==> src/pdr_consts.vh <==
// Purpose: Constants for the pin direction register block
// Assumes: AHB-Lite byte addresses, one 32-bit word per register
// Notes: Group copies repeat every GROUP_STRIDE bytes
`ifndef PDR_CONSTS_VH
`define PDR_CONSTS_VH
`define PDR_OFS_DIR 7'h00
`define PDR_OFS_CLR 7'h04
`define PDR_OFS_SET 7'h08
`define PDR_OFS_TGL 7'h0C
`define PDR_GROUP_STRIDE 32'h00000080
`define PDR_GROUP_SHIFT 7
`define PDR_DIR_RESET 32'h00000000
`define PDR_HTRANS_NONSEQ 2'h2
`define PDR_HTRANS_SEQ 2'h3
`define PDR_HSIZE_WORD 3'h2
`endif

==> src/pdr_pin_direction.v <==
// Purpose: Per-group pin direction registers behind an AHB-Lite slave
// Assumes: Single clock, synchronous active-high reset, word accesses
// Notes: Mask registers read back the shared direction state
//
// Our own choice: the AHB-Lite slave port.
`timescale 1ns/1ps
`default_nettype none
`include "pdr_consts.vh"
module pdr_pin_direction #(
	parameter GROUPS = 2,
	parameter PINS = 32
)
(
	input wire clk,
	input wire reset,
	input wire hsel,
	input wire [31:0] haddr,
	input wire [1:0] htrans,
	input wire hwrite,
	input wire [2:0] hsize,
	input wire [31:0] hwdata,
	input wire hready,
	output wire hreadyout,
	output wire hresp,
	output reg [31:0] hrdata,
	input wire peripheral_access_guard,
	output wire [GROUPS*32-1:0] pin_direction
);
	// ****************************************
	// Address phase capture
	// ****************************************
	reg wr_pend_reg;
	reg [31:0] wr_addr_reg;
	reg guard_meta_reg;
	reg guard_sync_reg;
	reg [31:0] dir_reg [0:GROUPS-1];
	reg [31:0] dir_next [0:GROUPS-1];
	wire take;
	integer g;

	function [31:0] group_of;
		input [31:0] addr;
		begin
			group_of = addr >> `PDR_GROUP_SHIFT;
		end
	endfunction

	function [31:0] pin_mask;
		input dummy;
		integer i;
		begin
			pin_mask = 32'h00000000;
			for (i = 0; i < 32; i = i + 1)
				if (i < PINS)
					pin_mask[i] = 1'b1;
			pin_mask = pin_mask & {31'h00000000, 1'b1 | dummy} | pin_mask;
		end
	endfunction

	assign take = hsel && hready && (htrans == `PDR_HTRANS_NONSEQ || htrans == `PDR_HTRANS_SEQ);
	assign hreadyout = 1'b1;
	assign hresp = 1'b0;

	// Guard comes from another block's pin; synchronise it
	always @(posedge clk)
	begin
		if (reset)
		begin
			guard_meta_reg <= 1'b0;
			guard_sync_reg <= 1'b0;
		end
		else
		begin
			guard_meta_reg <= peripheral_access_guard;
			guard_sync_reg <= guard_meta_reg;
		end
	end

	always @(posedge clk)
	begin
		if (reset)
		begin
			wr_pend_reg <= 1'b0;
			wr_addr_reg <= 32'h00000000;
			hrdata <= 32'h00000000;
		end
		else
		begin
			wr_pend_reg <= take && hwrite;
			if (take)
				wr_addr_reg <= haddr;
			if (take && !hwrite && group_of(haddr) < GROUPS && haddr[6:4] == 3'h0 && haddr[1:0] == 2'h0)
				hrdata <= dir_reg[group_of(haddr)];
			else
				hrdata <= 32'h00000000;
		end
	end

	// ****************************************
	// Direction state update
	// ****************************************
	always @*
	begin
		for (g = 0; g < GROUPS; g = g + 1)
		begin
			dir_next[g] = dir_reg[g];
			if (wr_pend_reg && !guard_sync_reg && group_of(wr_addr_reg) == g)
			begin
				case (wr_addr_reg[6:0])
					`PDR_OFS_DIR: dir_next[g] = hwdata & pin_mask(1'b0);
					`PDR_OFS_CLR: dir_next[g] = dir_reg[g] & ~hwdata;
					`PDR_OFS_SET: dir_next[g] = (dir_reg[g] | hwdata) & pin_mask(1'b0);
					`PDR_OFS_TGL: dir_next[g] = (dir_reg[g] ^ hwdata) & pin_mask(1'b0);
					default: dir_next[g] = dir_reg[g];
				endcase
			end
		end
	end

	always @(posedge clk)
	begin
		for (g = 0; g < GROUPS; g = g + 1)
			if (reset)
				dir_reg[g] <= `PDR_DIR_RESET;
			else
				dir_reg[g] <= dir_next[g];
	end

	genvar k;
	generate
		for (k = 0; k < GROUPS; k = k + 1)
		begin : out_g
			assign pin_direction[k*32 +: 32] = dir_reg[k];
		end
	endgenerate
endmodule
`default_nettype wire

==> config.mk <==
export PLATFORM = sky130hd
export DESIGN_NAME = pdr_pin_direction
export DESIGN_NICKNAME = d
export VERILOG_FILES = /design/src/pdr_pin_direction.v
export VERILOG_INCLUDE_DIRS = /design/src
export SDC_FILE = /design/constraint.sdc
export NUM_CORES = 1
export LEC_CHECK = 0
export ABC_AREA = 1
export BUFFER_PORTS_ARGS = -buffer_cell sky130_fd_sc_hd__buf_2
export CORE_ASPECT_RATIO = 0.5
export CORE_MARGIN = 3
export CORE_UTILIZATION = 45
export CTS_BUF_LIST = sky130_fd_sc_hd__clkbuf_16
export DETAILED_ROUTE_END_ITERATION = 12
export GPL_TIMING_DRIVEN = 0
export MAX_ROUTING_LAYER = met4
export PLACE_DENSITY = 0.67
export SKIP_CTS_REPAIR_TIMING = 1
export SYNTH_ARGS = -nofsm -noshare
export SYNTH_HDL_FRONTEND = slang
export SYNTH_SLANG_ARGS = --single-unit
==> constraint.sdc <==
create_clock -name clk -period 2.9 [get_ports clk]
set_input_delay 0.29 -clock clk [delete_from_list [all_inputs] [get_ports clk]]
set_output_delay 0.29 -clock clk [all_outputs]
set_load 0.02 [all_outputs]
Word-level counts from Yosys, hierarchy flattened

Memories as Yosys holds them, arrays and structs flattened. A register that Yosys moved wholly into a read port is not among the register bits.
Cells that the tools add are included.

Order comparisons: 1
Eq/ne operators: 6
Multiplexer cells: 9
Bitwise operators: 10
Reductions and logical operators: 18

Operator list:

| operator                                                     | count |
|---|---|
| one-hot mux 32 bit (4 select lines)                          | 2 |
| two-way mux 32 bit                                           | 4 |
| AND 32 bit                                                   | 2 |
| bitwise OR 32 bit                                            | 2 |
| bitwise XOR 32 bit                                           | 2 |
| zero test 32 bit                                             | 1 |
| NOT 32 bit                                                   | 1 |
| equality test 25 x 1 -> 1 bit (second input constant)        | 1 |
| less-than comparator 25 x 2 -> 1 bit (second input constant) | 1 |
| equality test 7 x 4 -> 1 bit (second input constant)         | 2 |
| logical AND 1 bit                                            | 10 |
| equality test 7 x 3 -> 1 bit (second input constant)         | 1 |
| zero test 7 bit                                              | 1 |
| equality test 2 bit (second input constant)                  | 2 |
| zero test 3 bit                                              | 1 |
| two-way mux 1 bit                                            | 3 |
| zero test 1 bit                                              | 2 |
| zero test 2 bit                                              | 1 |
| bitwise OR 1 bit                                             | 2 |
| OR reduction 2 bit                                           | 1 |
| logical OR 1 bit                                             | 1 |
| NOT 1 bit                                                    | 1 |

Flip-flop bits (word level): 35
RAM bits: 64
Output and inout bits: 98
Memories kept: 1

Memory list:

| name    | depth | bits a word | read ports | clocked after Yosys merged registers in | write ports | line                   | text |
|---|---|---|---|---|---|---|---|
| dir_reg | 2     | 32          | 3          | 1                                       | 2           | pdr_pin_direction.v:36 | `reg [31:0] dir_reg [0:GROUPS-1];` |

Longest topological paths before layout

Depth in word-level cells: 9
Depth in mapped cells: 11
Mapped depth without buffers: 9

Least setup slack after synthesis

No wires, ideal clock.

Kind: flip-flop to flip-flop
Start point: register wr_addr_reg[1]
End point: memory dir_reg[0][10]
Setup time: 112 ps
Arrival: 1,277 ps
Data required time: 2,788 ps
Setup slack: 1,512 ps
Stages on the path, launching flop included: 10
Path buffers: 1
Clock period less this slack: 1,388 ps
Cell sequence: dfxtp_1 -> inv_1 -> nand2_2 -> nor2_1 -> nand2_2 -> nand3_1 -> nand3_2 -> buf_2 -> nor2_1 -> nor2_1

RTL lines:

| what                   | line                   | text |
|---|---|---|
| start, declared        | pdr_pin_direction.v:33 | `reg [31:0] wr_addr_reg;` |
| start signal, assigned | pdr_pin_direction.v:91 | `wr_addr_reg <= haddr;` |
| end, declared          | pdr_pin_direction.v:36 |  |

==> reports/results.ini <==
[floorplan]
core.rowCount = 37
initial_utilization_pct = 46.26
die_h_um = 109.3
core_area_mm2 = 0.02074
dieWidth_um = 212.5
dieArea_mm2 = 0.02322
io_pins = 173

[worst_hold_path]
min_path_type = input pin to flop
hold_end = guard_meta_reg
holdPathStages = 2
min_from = reset

[timing]
fin_skew_ns = 0.008770
setup_tns_ns = 0
finalCriticalPeriod_ns = 2.034
rsz0062_at_grt = no
relSlewSlack_pct = 39.44
final.period_utilization_pct = 70.15
final-setup-viol-count = 0
hold_viol_final = 0
fmax_mhz = 491.6
worst_pin_slew_ns = 0.9085
maxSlewViolCount = 0
whs_ns = 0.07169

[power]
ir_drop_uv = 411.0
p_leak_nw = 5.726
powerDensity_mw_per_mm2 = 425.6

[synth]
syn-cell-area_mm2 = 0.009594
synth_seq_cells = 131
synthCells = 1487
seq_area_frac_synth_pct = 27.33
syn_area_per_cell_um2 = 6.452
yosysUniqueCellTypes = 27
yosys_warnings = 0
syn-num-nets = 1690

[critical_path]
r2r_cells = 10
critPathMaxFanout = 10
crit_required_ns = 3.24
arrival_ns = 2.37
path_class = flop to flop
rr_endpoint = dir_reg[1][16]
start_kind = flop
r2r_slack_ns = 0.87
rr_startpoint = wr_addr_reg[3]
cp-end-kind = flop

[global_route]
track_usage_pct = 30.04
grt_pass1_wl_mm = 51.87
grt_max_degree = 17
grt_pass1_vias = 9898
grt-ovfl-total = 0
antenna_found_initial = 0

[cts]
cts_made_buffers = 17
htreeDepth = 4
clock-sinks = 131
cts_tree = built
clk_latency_ns = 0.44
cts_buffer_depth = 2
clk_pin_slew_ns = 0.06
cts_root_buf = clkbuf_16

[layout]
layout-drive-gt1-share_pct = 14.85
n_antenna_cell = 0
mostFrequentLayoutCell = nor2_1
stdcell_count = 1957
regArea_mm2 = 0.002623
fillers = 2056
area_growth_pct = 18.52
largest_register_ffs = 64
layout_common_cells = 323 x nor2_1, 244 x nand2_1, 226 x inv_1
multi_input_area_mm2 = 0.005736
final_area_mm2 = 0.01137
nets = 1874

[route]
dr.pass1.iters = 5
drc = 0
antenna_left = 0
via_count = 10315
drt_iter0_drc = 843
wl_mm = 33.62
wire_per_inst_um = 17.18
viasPerCell = 5.271

[job]
cap_violations = 0

[place]
placed_cells = 1925
dpl.hpwl_mm = 23.92
placement.io_buffers = 165
placed_cell_area_mm2 = 0.01076
gp_congestion = 0.8887

[outcome]
outcome = finished, final reports clean

Yosys cell counts:
cell,n,share of area [%]
nor2_1,323,13
nand2_1,244,9.5
inv_1,225,8.8
dfxtp_1,131,27
ha_1,128,17
nand3_1,116,6.1
o21bai_1,64,5.0
a21oi_1,63,3.3
buf_2,37,1.9
nor3_1,36,1.9
clkbuf_1,34,1.3
o21ai_0,31,1.6
nand3b_1,20,1.6
buf_1,9,0.35
buf_4,4,0.31
nand2_2,3,0.20
nand3_2,3,0.31
nor4_1,3,0.20
conb_1,2,0.078
nand4_1,2,0.13
nor2_4,2,0.23
or2_2,2,0.13
a211oi_1,1,0.078
buf_6,1,0.12
inv_2,1,0.039
nor2_2,1,0.065
o211ai_1,1,0.078
metrics by stage:
step	power, mW	util [%]	setup WS [ns]
detailed placement	2.568	51.89	0.7953
CTS	4.843	54.83	0.9398
global placement	2.550	51.89	0.7907
floorplan	2.297	-	1.512
global route	5.016	54.83	0.7686
finish	4.839	54.83	0.8657
area by class of cell:
| cell class | count | area share (%) |
|---|---|---|
| clock inverters | 15 | 1.618 |
| well taps | 273 | 3.004 |
| flip-flops and latches | 131 | 23.06 |
| inverters | 226 | 7.460 |
| plain buffers | 85 | 3.411 |
| repair buffers | 165 | 7.262 |
| clock buffers | 17 | 3.741 |
| multi-input cells | 1045 | 50.44 |
worst max-delay path by stage:
stage                     slack, ns              to             from
after floorplan                1.51  dir_reg[0][10]   wr_addr_reg[1]
after global placement         0.79      hrdata[23]        haddr[11]
after detailed placement       0.80       hrdata[1]         haddr[7]
after CTS                      0.94  dir_reg[1][16]   wr_addr_reg[3]
after global routing           0.77  dir_reg[1][14]  wr_addr_reg[21]
final                          0.87  dir_reg[1][16]   wr_addr_reg[3]
where the power goes:
group | switching, mW | total [mW] | internal, mW | leakage, nW
sequential | 0.0154 | 1.84 | 1.83 | 1.06
clock | 0.926 | 2.29 | 1.36 | 0.296
combinational | 0.519 | 0.713 | 0.194 | 4.37
total | 1.46 | 4.84 | 3.38 | 5.73
per-layer routing:
metal	track usage, %	share of wire [%]	vias up
met5	-	0	-
met4	12.42	2.5	0
met3	6.410	9.8	81
met2	45.80	44	472
met1	38.90	44	4780
li1	-	-	4982
critical path, stage by stage (launching register included):
cell and delay [ns]:
dfxtp_1 0.38, inv_2 0.07, nand2_1 0.10, nor2_4 0.09, nand2_1 0.09, clkbuf_1 0.69
nor2_1 0.10, nor2_1 0.17, nand2_1 0.07, nor2_1 0.10, nor2_1 0.05
cell families (layout without fill, tap and decap cells):
kind of cell / after synthesis / in the layout / share of synthesized area, %
and+or+nand+nor: 755 / 755 / 32.94
DFF: 131 / 131 / 27.33
buffers and inverters: 311 / 508 / 12.88
AOI/OAI and AO/OA: 160 / 160 / 10.07
other: 2 / 2 / 0.07828
adders and majority gates: 128 / 128 / 16.69
Power figures use the tool's default switching activity.
